[src/pkg/temp_sense_consts.svh]
// Constants for the temperature sense and control pin monitor.
`ifndef TEMP_SENSE_CONSTS_SVH
`define TEMP_SENSE_CONSTS_SVH

// ****************************************************************
// Timing
// ****************************************************************
`define TS_CLK_HZ        50000000
`define TS_MS_CYCLES     (`TS_CLK_HZ / 1000)
`define SENSOR_BIAS_OUTPUT_MS       24
`define TS_GLITCH_MS     10
`define TS_PRIO_MON_MS   35
`define TS_STD_MON_MS    235

// ****************************************************************
// End of power transfer reason codes
// ****************************************************************
`define EPT_CHARGE_DONE  8'h01
`define EPT_INT_FAULT    8'h02
`define EPT_OVER_TEMP    8'h03
`define EPT_NONE         8'h00

// ****************************************************************
// Register offsets
// ****************************************************************
`define REG_CTRL         8'h00
`define REG_STATUS       8'h04
`define REG_IRQ_STATUS   8'h08
`define REG_IRQ_MASK     8'h0C
`define REG_POWER_BIAS   8'h10
`define REG_RX_POWER     8'h14
`define REG_EPT_CODE     8'h18

// ****************************************************************
// Field positions, limits and reset values
// ****************************************************************
`define CTRL_ENABLE_BIT  0
`define CTRL_PRIO_BIT    1
`define CTRL_RST         2'h0
`define IRQ_EPT_BIT      0
`define IRQ_FAULT_BIT    1
`define IRQ_DONE_BIT     2
`define IRQ_THERM_BIT    3
`define IRQ_RST          4'h0
`define BIAS_RST         8'h00
`define BIAS_LIMIT_MW    8'hFA
`define POWER_MAX        16'hFFFF

`endif

[src/pkg/temp_sense_pkg.sv]
// Types shared by the temperature sense and control pin monitor.
package temp_sense_pkg;

  typedef enum logic [1:0] {
    ST_IDLE,
    ST_BIAS,
    ST_MONITOR,
    ST_SHUTDOWN
  } sense_state_t;

endpackage

[src/core/deglitch_filter.sv]
// Deglitch counter for one synchronised comparator level.
`timescale 1ns/1ps

module deglitch_filter #(
  parameter int COUNT_MS = 10,
  parameter int CNT_W    = 8
) (
  input  wire logic ref_clk_i,
  input  wire logic arst_n_i,
  input  wire logic tick_i,
  input  wire logic clear_i,
  input  wire logic level_i,
  output logic      valid_o
);

  logic [CNT_W-1:0] cnt_q;

  // The level must stay high for a whole run of ticks; any low restarts.
  always_ff @(posedge ref_clk_i or negedge arst_n_i)
  begin
    if (!arst_n_i)
    begin
      cnt_q   <= '0;
      valid_o <= 1'b0;
    end
    else if (clear_i || !level_i)
    begin
      cnt_q   <= '0;
      valid_o <= 1'b0;
    end
    else if (tick_i && !valid_o)
    begin
      if (cnt_q == CNT_W'(COUNT_MS - 1))
        valid_o <= 1'b1;
      else
        cnt_q <= cnt_q + 1'b1;
    end
  end

endmodule

[src/core/temp_sense_ctrl.sv]
// Temperature sense and control pin monitor with register port.
//
// Behaviour
// - Compare pin ratio against hot and cold thresholds.
// - Bias window drives sensor bias for 24 ms.
// - Deglitch each temperature comparator for 10 ms.
// - After window, bias output goes high impedance.
// - Monitor pin against 100 mV, 35/235 ms.
// - Pin above 100 mV unbiased sets host flag.
// - Pin grounded by host: shut down, fault.
// - Pin pulled to battery: shut down, done.
// - Die overheat: regulator off, send code 0x02.
// - Received power is output plus losses.
// - Bias power report within 250 mW shortfall.
// - Host flag set: end transfer, code 0x01.
// - Hot, cold or low pin: code 0x03.
//
// The address map and the strobed register port are this design's own decisions.
`timescale 1ns/1ps
`include "temp_sense_consts.svh"

module temp_sense_ctrl #(
  parameter int TICK_CYCLES = `TS_MS_CYCLES,
  parameter int BIAS_MS     = `SENSOR_BIAS_OUTPUT_MS,
  parameter int GLITCH_MS   = `TS_GLITCH_MS,
  parameter int PRIO_MS     = `TS_PRIO_MON_MS,
  parameter int STD_MS      = `TS_STD_MON_MS,
  parameter int MS_W        = 8,
  parameter int PWR_W       = 16
) (
  input  wire logic             ref_clk_i,
  input  wire logic             arst_n_i,
  input  wire logic [7:0]       addr_i,
  input  wire logic [31:0]      wdata_i,
  input  wire logic             wr_i,
  input  wire logic             rd_i,
  output logic      [31:0]      rdata_o,
  input  wire logic             hot_cmp_i,
  input  wire logic             cold_cmp_i,
  input  wire logic             pin_low_cmp_i,
  input  wire logic             ext_drive_cmp_i,
  input  wire logic             die_hot_i,
  input  wire logic [PWR_W-1:0] out_power_i,
  input  wire logic [PWR_W-1:0] coil_loss_i,
  input  wire logic [PWR_W-1:0] shield_loss_i,
  input  wire logic [PWR_W-1:0] rect_loss_i,
  output logic                  sense_bias_window_o,
  output logic                  sensor_bias_o,
  output logic                  sensor_bias_oe_o,
  output logic                  regulator_en_o,
  output logic                  host_ctrl_o,
  output logic                  fault_o,
  output logic                  charge_done_o,
  output logic                  ept_req_o,
  output logic      [7:0]       ept_code_o,
  output logic      [PWR_W-1:0] rx_power_o,
  output logic                  irq_o
);

  localparam int TICK_W = $clog2(TICK_CYCLES + 1);

  // ****************************************************************
  // Registers and state
  // ****************************************************************
  temp_sense_pkg::sense_state_t state_q;
  temp_sense_pkg::sense_state_t state_d;
  logic [MS_W-1:0]   ms_cnt_q;
  logic [MS_W-1:0]   ms_cnt_d;
  logic [TICK_W-1:0] tick_cnt_q;
  logic              tick_q;
  logic [1:0]        ctrl_q;
  logic [3:0]        irq_stat_q;
  logic [3:0]        irq_mask_q;
  logic [7:0]        bias_q;
  logic [4:0]        sync1_q;
  logic [4:0]        sync2_q;
  logic [4:0]        sync3_q;
  logic [4:0]        lvl_q;
  logic              hot_ok;
  logic              cold_ok;
  logic              low_ok;
  logic              trip_d;
  logic [7:0]        code_d;
  logic [3:0]        events;
  logic              win_clear;
  logic [PWR_W+2:0]  pwr_sum;
  logic [7:0]        bias_wr;

  // ****************************************************************
  // Pin synchronisers
  // ****************************************************************
  // A change is accepted only once the second and third stages agree.
  always_ff @(posedge ref_clk_i or negedge arst_n_i)
  begin
    if (!arst_n_i)
    begin
      sync1_q <= '0;
      sync2_q <= '0;
      sync3_q <= '0;
      lvl_q   <= '0;
    end
    else
    begin
      sync1_q <= {die_hot_i, ext_drive_cmp_i, pin_low_cmp_i,
                  cold_cmp_i, hot_cmp_i};
      sync2_q <= sync1_q;
      sync3_q <= sync2_q;
      lvl_q   <= (sync2_q & sync3_q) | (lvl_q & (sync2_q | sync3_q));
    end
  end

  // ****************************************************************
  // Millisecond tick
  // ****************************************************************
  always_ff @(posedge ref_clk_i or negedge arst_n_i)
  begin
    if (!arst_n_i)
    begin
      tick_cnt_q <= '0;
      tick_q     <= 1'b0;
    end
    else if (tick_cnt_q == TICK_W'(TICK_CYCLES - 1))
    begin
      tick_cnt_q <= '0;
      tick_q     <= 1'b1;
    end
    else
    begin
      tick_cnt_q <= tick_cnt_q + 1'b1;
      tick_q     <= 1'b0;
    end
  end

  // ****************************************************************
  // Comparator deglitch
  // ****************************************************************
  // Filters restart at every window so a stale count never carries over.
  assign win_clear = (state_q != temp_sense_pkg::ST_BIAS);

  deglitch_filter #(.COUNT_MS(GLITCH_MS), .CNT_W(MS_W)) u_hot (
    .ref_clk_i (ref_clk_i),
    .arst_n_i  (arst_n_i),
    .tick_i    (tick_q),
    .clear_i   (win_clear),
    .level_i   (lvl_q[0]),
    .valid_o   (hot_ok)
  );

  deglitch_filter #(.COUNT_MS(GLITCH_MS), .CNT_W(MS_W)) u_cold (
    .ref_clk_i (ref_clk_i),
    .arst_n_i  (arst_n_i),
    .tick_i    (tick_q),
    .clear_i   (win_clear),
    .level_i   (lvl_q[1]),
    .valid_o   (cold_ok)
  );

  deglitch_filter #(.COUNT_MS(GLITCH_MS), .CNT_W(MS_W)) u_low (
    .ref_clk_i (ref_clk_i),
    .arst_n_i  (arst_n_i),
    .tick_i    (tick_q),
    .clear_i   (win_clear),
    .level_i   (lvl_q[2]),
    .valid_o   (low_ok)
  );

  // ****************************************************************
  // Measurement sequencer
  // ****************************************************************
  // Thermal shutdown outranks the pin, and the pin outranks the timers.
  always_comb
  begin
    state_d  = state_q;
    ms_cnt_d = ms_cnt_q;
    trip_d   = 1'b0;
    code_d   = `EPT_NONE;
    case (state_q)
      temp_sense_pkg::ST_IDLE:
      begin
        ms_cnt_d = '0;
        if (ctrl_q[`CTRL_ENABLE_BIT])
          state_d = temp_sense_pkg::ST_BIAS;
      end
      temp_sense_pkg::ST_BIAS:
      begin
        if (hot_ok || cold_ok || low_ok)
        begin
          state_d = temp_sense_pkg::ST_SHUTDOWN;
          trip_d  = 1'b1;
          code_d  = `EPT_OVER_TEMP;
        end
        else if (tick_q && ms_cnt_q == MS_W'(BIAS_MS - 1))
        begin
          state_d  = temp_sense_pkg::ST_MONITOR;
          ms_cnt_d = '0;
        end
        else if (tick_q)
          ms_cnt_d = ms_cnt_q + 1'b1;
      end
      temp_sense_pkg::ST_MONITOR:
      begin
        if (lvl_q[3])
        begin
          state_d = temp_sense_pkg::ST_SHUTDOWN;
          trip_d  = 1'b1;
          code_d  = `EPT_CHARGE_DONE;
        end
        else if (tick_q && ms_cnt_q == (ctrl_q[`CTRL_PRIO_BIT] ?
                 MS_W'(PRIO_MS - 1) : MS_W'(STD_MS - 1)))
        begin
          state_d  = temp_sense_pkg::ST_BIAS;
          ms_cnt_d = '0;
        end
        else if (tick_q)
          ms_cnt_d = ms_cnt_q + 1'b1;
      end
      temp_sense_pkg::ST_SHUTDOWN:
      begin
        ms_cnt_d = '0;
      end
      default:
      begin
        state_d = temp_sense_pkg::ST_IDLE;
      end
    endcase
    if (lvl_q[4] && state_q != temp_sense_pkg::ST_SHUTDOWN &&
        state_q != temp_sense_pkg::ST_IDLE)
    begin
      state_d = temp_sense_pkg::ST_SHUTDOWN;
      trip_d  = 1'b1;
      code_d  = `EPT_INT_FAULT;
    end
    if (!ctrl_q[`CTRL_ENABLE_BIT])
    begin
      state_d = temp_sense_pkg::ST_IDLE;
      trip_d  = 1'b0;
      code_d  = `EPT_NONE;
    end
  end

  always_ff @(posedge ref_clk_i or negedge arst_n_i)
  begin
    if (!arst_n_i)
    begin
      state_q  <= temp_sense_pkg::ST_IDLE;
      ms_cnt_q <= '0;
    end
    else
    begin
      state_q  <= state_d;
      ms_cnt_q <= ms_cnt_d;
    end
  end

  // ****************************************************************
  // Pin drive and power stage control
  // ****************************************************************
  // Outside the window the pin is released so a host can drive it.
  always_ff @(posedge ref_clk_i or negedge arst_n_i)
  begin
    if (!arst_n_i)
    begin
      sense_bias_window_o <= 1'b0;
      sensor_bias_o       <= 1'b0;
      sensor_bias_oe_o    <= 1'b0;
      regulator_en_o      <= 1'b0;
    end
    else
    begin
      sense_bias_window_o <= (state_d == temp_sense_pkg::ST_BIAS);
      sensor_bias_o       <= (state_d == temp_sense_pkg::ST_BIAS);
      sensor_bias_oe_o    <= (state_d == temp_sense_pkg::ST_BIAS);
      regulator_en_o      <= (state_d == temp_sense_pkg::ST_BIAS) ||
                             (state_d == temp_sense_pkg::ST_MONITOR);
    end
  end

  // ****************************************************************
  // Shutdown reporting
  // ****************************************************************
  // Flags hold until software drops the enable bit.
  always_ff @(posedge ref_clk_i or negedge arst_n_i)
  begin
    if (!arst_n_i)
    begin
      host_ctrl_o   <= 1'b0;
      fault_o       <= 1'b0;
      charge_done_o <= 1'b0;
      ept_req_o     <= 1'b0;
      ept_code_o    <= `EPT_NONE;
    end
    else
    begin
      ept_req_o <= trip_d;
      if (trip_d)
        ept_code_o <= code_d;
      if (state_d == temp_sense_pkg::ST_IDLE)
      begin
        host_ctrl_o   <= 1'b0;
        fault_o       <= 1'b0;
        charge_done_o <= 1'b0;
      end
      else if (trip_d)
      begin
        host_ctrl_o   <= (code_d == `EPT_CHARGE_DONE);
        charge_done_o <= (code_d == `EPT_CHARGE_DONE);
        fault_o       <= (code_d != `EPT_CHARGE_DONE);
      end
    end
  end

  // ****************************************************************
  // Received power estimate
  // ****************************************************************
  // The bias register lifts the estimate toward the transmitted power.
  assign pwr_sum = (PWR_W+3)'(out_power_i) + (PWR_W+3)'(coil_loss_i) +
                   (PWR_W+3)'(shield_loss_i) + (PWR_W+3)'(rect_loss_i) +
                   (PWR_W+3)'(bias_q);

  always_ff @(posedge ref_clk_i or negedge arst_n_i)
  begin
    if (!arst_n_i)
      rx_power_o <= '0;
    else if (pwr_sum > (PWR_W+3)'(`POWER_MAX))
      rx_power_o <= PWR_W'(`POWER_MAX);
    else
      rx_power_o <= pwr_sum[PWR_W-1:0];
  end

  // ****************************************************************
  // Register port
  // ****************************************************************
  // The whole word is compared so that a large value cannot wrap low.
  assign bias_wr = (wdata_i > {24'h0, `BIAS_LIMIT_MW}) ? `BIAS_LIMIT_MW :
                   wdata_i[7:0];

  always_ff @(posedge ref_clk_i or negedge arst_n_i)
  begin
    if (!arst_n_i)
    begin
      ctrl_q     <= `CTRL_RST;
      irq_mask_q <= `IRQ_RST;
      bias_q     <= `BIAS_RST;
    end
    else if (wr_i)
    begin
      if (addr_i == `REG_CTRL)
        ctrl_q <= wdata_i[1:0];
      if (addr_i == `REG_IRQ_MASK)
        irq_mask_q <= wdata_i[3:0];
      if (addr_i == `REG_POWER_BIAS)
        bias_q <= bias_wr;
    end
  end

  always_ff @(posedge ref_clk_i or negedge arst_n_i)
  begin
    if (!arst_n_i)
      rdata_o <= '0;
    else if (rd_i)
      case (addr_i)
        `REG_CTRL:       rdata_o <= {30'h0, ctrl_q};
        `REG_STATUS:     rdata_o <= {26'h0, regulator_en_o, lvl_q[4],
                                     charge_done_o, fault_o, host_ctrl_o,
                                     sense_bias_window_o};
        `REG_IRQ_STATUS: rdata_o <= {28'h0, irq_stat_q};
        `REG_IRQ_MASK:   rdata_o <= {28'h0, irq_mask_q};
        `REG_POWER_BIAS: rdata_o <= {24'h0, bias_q};
        `REG_RX_POWER:   rdata_o <= {{(32-PWR_W){1'b0}}, rx_power_o};
        `REG_EPT_CODE:   rdata_o <= {24'h0, ept_code_o};
        default:         rdata_o <= '0;
      endcase
    else
      rdata_o <= '0;
  end

  // ****************************************************************
  // Interrupts
  // ****************************************************************
  always_comb
  begin
    events                 = '0;
    events[`IRQ_EPT_BIT]   = trip_d;
    events[`IRQ_FAULT_BIT] = trip_d && (code_d != `EPT_CHARGE_DONE);
    events[`IRQ_DONE_BIT]  = trip_d && (code_d == `EPT_CHARGE_DONE);
    events[`IRQ_THERM_BIT] = trip_d && (code_d == `EPT_INT_FAULT);
  end

  // A new event in the clearing cycle survives the write of one.
  always_ff @(posedge ref_clk_i or negedge arst_n_i)
  begin
    if (!arst_n_i)
    begin
      irq_stat_q <= `IRQ_RST;
      irq_o      <= 1'b0;
    end
    else
    begin
      if (wr_i && addr_i == `REG_IRQ_STATUS)
        irq_stat_q <= (irq_stat_q & ~wdata_i[3:0]) | events;
      else
        irq_stat_q <= irq_stat_q | events;
      irq_o <= |(irq_stat_q & irq_mask_q);
    end
  end

endmodule

[config.mk]
export PLATFORM = sky130hd
export DESIGN_NAME = temp_sense_ctrl
export DESIGN_NICKNAME = d
export VERILOG_FILES = /design/src/pkg/temp_sense_pkg.sv /design/src/core/deglitch_filter.sv /design/src/core/temp_sense_ctrl.sv
export VERILOG_INCLUDE_DIRS = /design/src /design/src/pkg
export SDC_FILE = /design/constraint.sdc
export NUM_CORES = 1
export LEC_CHECK = 0
export ABC_AREA = 0
export BUFFER_PORTS_ARGS = -buffer_cell sky130_fd_sc_hd__buf_2
export CAP_MARGIN = 20
export CORE_AREA = 8 8 130 132
export DETAILED_ROUTE_END_ITERATION = 7
export DIE_AREA = 0 0 138 140
export PLACE_DENSITY = 0.88
export REMOVE_ABC_BUFFERS = 1
export SLEW_MARGIN = 10
export SYNTH_ARGS = -nofsm -noshare
export SYNTH_HDL_FRONTEND = slang
export SYNTH_SLANG_ARGS = --single-unit
[constraint.sdc]
create_clock -name ref_clk_i -period 3.2 [get_ports ref_clk_i]
set_clock_uncertainty 0.05 [all_clocks]
set_input_delay 0.48 -clock ref_clk_i [delete_from_list [all_inputs] [get_ports ref_clk_i]]
set_output_delay 0.48 -clock ref_clk_i [all_outputs]
set_load 0.03 [all_outputs]
* After elaboration in Yosys (flattened, before gate mapping)
Cells that the tools add are included.
** Storage, ports and cells
- Register bits after elaboration :: 154
- Output and inout bits :: 65
- Logic and storage cells :: 173
- Input port bits :: 113
** Cells by class
- Magnitude comparators :: 2
- Reduce and logical (&&, ||, !) cells :: 46
- Mux-type cells :: 53
- $add $sub $neg :: 9
- Bitwise gates (word level) :: 9
- Equality and inequality tests :: 27
** Operators by type and width (number)
- two-way mux 8 bit :: 18
- one-hot mux 16 bit (7 select lines) :: 1
- == test 8 x 4 -> 1 bit (second input constant) :: 5
- adder 8 x 1 -> 8 bit (second input constant) :: 4
- == test 8 x 5 -> 1 bit (second input constant) :: 4
- greater-than comparator 32 x 8 -> 1 bit (second input constant) :: 1
- two-way mux 16 bit :: 2
- two-way mux 32 bit :: 1
- one-hot mux 8 bit (3 select lines) :: 1
- AND reduction 2 bit :: 10
- adder 18 x 16 -> 19 bit :: 1
- adder 19 x 8 -> 19 bit :: 1
- greater-than comparator 19 x 16 -> 1 bit (second input constant) :: 1
- two-way mux 1 bit :: 19
- adder 17 x 16 -> 18 bit :: 1
- adder 16 x 16 -> 17 bit :: 1
- adder 16 x 1 -> 16 bit (second input constant) :: 1
- == test 16 bit (second input constant) :: 1
- nonzero test 2 bit :: 8
- two-way mux 2 bit :: 7
- logical AND 1 bit :: 11
- AND 5 bit :: 2
- bitwise OR 5 bit :: 2
- AND 4 bit :: 2
- other kinds (21) :: 41

* Longest topological paths before layout
- Word-level depth :: 10
- Gate-level depth with buffers :: 16
- Mapped depth without buffers :: 14

* By module
From an unflattened synthesis, not the netlist that was laid out.
** Unflattened totals
- Cell total of the unflattened synthesis :: 775
- Area, all modules :: 7998.9 µm²
** Modules (own cells, without submodules)
- temp_sense_ctrl :: seq. area each 2627.5 µm², cells each 619, area an instance 6475.0 µm², instances 1
- deglitch_filter :: seq. area each 225.2 µm², cells each 52, area an instance 508.0 µm², instances 3

* Worst setup path before layout
OpenSTA, ideal clock, no wires.
- Path kind :: input -> register
- From :: input out_power_i[1]
- To :: register rx_power_o[14]
- Setup time :: 127 ps
- Cell stages on the path :: 14
- Required time :: 3023 ps
- Slack :: -891 ps
- Arrival :: 3914 ps
- Buffers on the path :: 1
- Cells stage by stage :: inv_1 > fa_1 > fa_1 > inv_1 > fa_1 > ha_1 > fa_1 > a211oi_1 > o211ai_1 > a211oi_2 > o21bai_1 > xnor2_2 > buf_4 > nand3_1
** On the way
- Longest elaborated chain between the ends :: 6
** Ends and longest elaborated chain
- start, declared :: RTL line temp_sense_ctrl.sv:43 : input wire logic [PWR_W-1:0] out_power_i,
- adder 16 x 16 -> 17 bit * :: RTL line temp_sense_ctrl.sv:316 : assign pwr_sum = (PWR_W+3)'(out_power_i) + (PWR_W+3)'(coil_loss_i) +
- adder 17 x 16 -> 18 bit * :: RTL line temp_sense_ctrl.sv:316
- adder 18 x 16 -> 19 bit * :: RTL line temp_sense_ctrl.sv:317 : (PWR_W+3)'(shield_loss_i) + (PWR_W+3)'(rect_loss_i) +
- adder 19 x 8 -> 19 bit * :: RTL line temp_sense_ctrl.sv:317
- greater-than comparator 19 x 16 -> 1 bit :: RTL line temp_sense_ctrl.sv:324 : else if (pwr_sum > (PWR_W+3)'(`POWER_MAX))
- two-way mux 16 bit * :: RTL line temp_sense_ctrl.sv:324
- end signal, assigned :: RTL line temp_sense_ctrl.sv:325 : rx_power_o <= PWR_W'(`POWER_MAX);
- end signal, assigned :: RTL line temp_sense_ctrl.sv:327 : rx_power_o <= pwr_sum[PWR_W-1:0];
- end, declared :: RTL line temp_sense_ctrl.sv:56 : output logic [PWR_W-1:0] rx_power_o,
Every way passes the cells marked *; elsewhere a longest branch is shown, timed or not.
A chain may end at the register's enable or synchronous reset.

* Final worst setup path
- From :: input out_power_i[2]
- To :: register rx_power_o[7]
The elaborated chain is that of the path after synthesis.

==> flow_summary_export.csv <==
group,metric,value,unit
timing,grt_setup_unrepaired,"true",
timing,max_slew_margin,0.6076,
power_and_ir_drop,clockPowerShare,0.306,
timing,setup_ws,-0.4593,ns
cts,cts-htree-levels,4,
placed_design,postPlaceCellArea,0.009155,mm^2
layout,stdcell_count,1183,
worst_setup_path,endpoint,"rx_power_o[7]",
run_status,status,"complete, but fails checks",
placed_design,io_buffers,155,
layout,multi_input_area,0.004214,mm^2
die,core_area,0.01486,mm^2
timing,hold_viol,0,
worst_setup_path,timing.rr.start,"bias_q[1]",
global_route,overflow,0,
routing,wl_per_cell,16.67,um
cts,clk_latency,0.42,ns
worst_setup_path,critPathSlowestCell,"fa_1",
routing,vias,6311,
timing,slew_violations,0,
routing,final_antenna_net_count,0,
timing,post-route-min-period,3.659,ns
logic_synthesis,syn_inst,773,
power_and_ir_drop,sw_frac_of_total,0.3413,
power_and_ir_drop,power_frac_seq,0.298,
routing,firstDrtPassIters,7,
logic_synthesis,yosysUniqueCellTypes,74,
power_and_ir_drop,p_leak,4.863,nW
timing,setup_violations,16,
layout,nets,1174,
worst_setup_path,cp-start-kind,"primary input",
cts,cts_root_buf,"clkbuf_16",
die,die_area,0.01932,mm^2
layout,drive_gt1_frac,0.2994,
worst_setup_path,rr_worst_depth,10,
timing,fmax,0.2733,GHz
global_route,grt.total_usage,0.2025,
run_status,failed_checks,"design-rule violations, negative setup slack",
routing,vias_per_cell,5.335,
logic_synthesis,synth_edf_count,0,
worst_setup_path,arrival,3.90,ns
placed_design,place_hpwl,14880,um
logic_synthesis,synth_async_sr_flop_share,1.000,
placed_design,place.gp.congestion,0.8972,
cts,clkSinkCount,132,
layout,fillers,1076,
logic_synthesis,syn_area_per_cell,10.30,um^2
cts,clk_pin_slew_worst_paths,0.06,ns
logic_synthesis,synth_flop_cell,"dfrtp_1",
logic_synthesis,syn-cell-area,0.007965,mm^2
logic_synthesis,yosysWarnings,0,
power_and_ir_drop,switching_power,0.002123,W
die,die_x,138,um
logic_synthesis,yosys-top-cells-area,"dfrtp_1, fa_1, ha_1, inv_1, xor2_1",
cts,ctsLongestPathBuffers,2,
die,ios,178,
worst_setup_path,crit_path_max_fanout,5,
global_route,grt_max_degree,75,
timing,tightest_slew,0.5861,ns
die,die_h,140,um
power_and_ir_drop,powerDensity,626.1,mW/mm^2
worst_setup_path,critPathLaunch,"out_power_i[2]",
die,num_rows,45,
global_route,antenna_found_initial,1,
logic_synthesis,synth_area_leader_cell,"dfrtp_1",
hold_path,hold_class,"primary input to flop",
layout,area_growth,24.73,%
global_route,grt_pass1_vias,6807,
worst_setup_path,max_stage_delay,0.56,ns
worst_setup_path,r2r_setup_slack,0.26,ns
logic_synthesis,seq_area_frac_synth,0.4147,
timing,period_share,1.144,
worst_setup_path,path_cells,"buf_2, inv_1, fa_1, inv_1, fa_1, fa_1, fa_2, a211oi_4, o211ai_1, a211oi_2, o21bai_1, xnor2_2, buf_4, nand3_1",
power_and_ir_drop,p_int,0.004097,W
run,drv_cap,0,
worst_setup_path,end_kind,"flop",
logic_synthesis,synth_top_area_frac,0.4147,
worst_setup_path,required,3.44,ns
worst_setup_path,cpMostUsedCell,"fa_1",
worst_setup_path,reg2reg_to,"rx_power_o[7]",
layout,stdcell_area,0.009935,mm^2
placed_design,dp_cells,1141,
power_and_ir_drop,p_comb_frac,0.397,
global_route,grt_pass1_wl,32200,um
die,initial_core_util,0.5359,
logic_synthesis,ys_seq_elements,132,
power_and_ir_drop,vdd_drop_max,0.0002945,V
routing,drc,1,
layout,seqCellArea,0.003303,mm^2
cts,cts-buffers-inserted,17,
routing,routed_wl,19720,um
cts,cts_tree,"built",
routing,initialDrtViolationCount,298,
worst_setup_path,critPathKind,"primary input to flop",
==> how the worst min path moves through the flow <==
stage / startpoint / to / cells after the start
2_1_floorplan: arst_n_i / bias_q[0] / 0
3_3_place_gp: sync1_q[1] / sync2_q[1] / 0
3_5_place_dp: sync1_q[0] / sync2_q[0] / 0
4_1_cts: cold_cmp_i / sync1_q[1] / 1
5_1_grt: die_hot_i / sync1_q[4] / 1
6_report: cold_cmp_i / sync1_q[1] / 1
==> critical path, delay by kind of cell <==
kind,cells,cell delay (ns)
AO/OA/AOI/OAI,4,0.75
XOR/XNOR,1,0.20
adder cells (fa/ha/maj),4,2.02
buffers and inverters,4,0.34
AND/OR/NAND/NOR,1,0.09
==> what timing repair did <==
item / CTS / global route
endpoints found under the hold margin: 27 / 0
buffers inserted: 2 / 2
resized for setup: 17 / 16
endpoints found under the setup margin: 16 / 16
cloned: 2 / 0
pin swaps: 5 / 12
hold buffers: 1 / 0
==> cell usage after synthesis, drive strengths merged, types with 18 or more instances <==
library cell	number
nand2	46
buf	34
ha	43
o21ai	18
xnor2	21
inv	98
nand3	33
nor2	68
a21oi	32
xor2	30
fa	39
dfrtp	132
==> power by group through the flow <==
stage / Clock, W / Sequential [W] / Combinational (W)
final: 0.00190 / 0.00185 / 0.00247
after global routing: 0.00198 / 0.00186 / 0.00271
after CTS: 0.00191 / 0.00185 / 0.00235
after detailed placement: 0 / 0.00188 / 0.00216
after global placement: 0 / 0.00187 / 0.00209
after floorplan: 0 / 0.00197 / 0.00117
==> cell families after synthesis <==
family	count (synthesis)	share of synthesized area
compound gates	113	0.09944
xor+xnor	51	0.05702
fa+ha+maj	87	0.1719
buf+inv	144	0.08263
flops	132	0.4147
mux	17	0.02623
other cells	1	0.0004708
simple gates	228	0.1477
==> routing by layer <==
| layer | track usage | share of wire | vias up |
|---|---|---|---|
| li1 | - | - | 2966 |
| met1 | 0.2227 | 0.39 | 3066 |
| met2 | 0.3672 | 0.54 | 225 |
| met3 | 0.04496 | 0.041 | 54 |
| met4 | 0.08924 | 0.034 | 0 |
| met5 | 0 | 0 | - |
==> metrics by stage <==
step | hold WS, ns | TNS, ns | util | setup WS (ns) | total power, W
finish | 0.1170 | -6.746 | 0.6684 | -0.4593 | 0.006220
global route | 0.1009 | -9.173 | 0.6680 | -0.6066 | 0.006548
CTS | 0.1030 | -7.160 | 0.6628 | -0.4677 | 0.006107
detailed placement | 0.2858 | -16.88 | 0.6159 | -1.087 | 0.004036
global placement | 0.2825 | -15.05 | 0.6159 | -0.9585 | 0.003964
floorplan | 0.1344 | -15.04 | - | -0.9407 | 0.003148
==> placed cells by master, fill, tap and decap left out, types with 16 or more instances in the layout <==
| cell type | count |
|---|---|
| a21oi_1 | 29 |
| buf_2 | 152 |
| buf_4 | 54 |
| clkbuf_16 | 17 |
| conb_1 | 22 |
| dfrtp_1 | 132 |
| fa_1 | 38 |
| ha_1 | 39 |
| inv_1 | 88 |
| nand2_1 | 46 |
| nand3_1 | 26 |
| nand4_1 | 16 |
| nor2_1 | 66 |
| o21ai_0 | 17 |
| xnor2_1 | 20 |
| xor2_1 | 30 |
==> state kept, by name, indices dropped and copies added, names as in the netlist, 8 cells and up <==
signal        count
bias_q            8
ms_cnt_q          8
rdata_o          16
rx_power_o       16
tick_cnt_q       16
u_cold.cnt_q      8
u_hot.cnt_q       8
u_low.cnt_q       8
==> cell type report <==
class                   count  area share
well taps                 188     0.02368
inverters                  98     0.03703
clock inverters            12     0.01310
multi-input cells         519      0.4242
clock buffers              20     0.04496
flip-flops and latches    132      0.3325
diodes                      3   0.0007557
repair buffers            211      0.1238
Note: power is estimated with default switching activity, not from simulation.
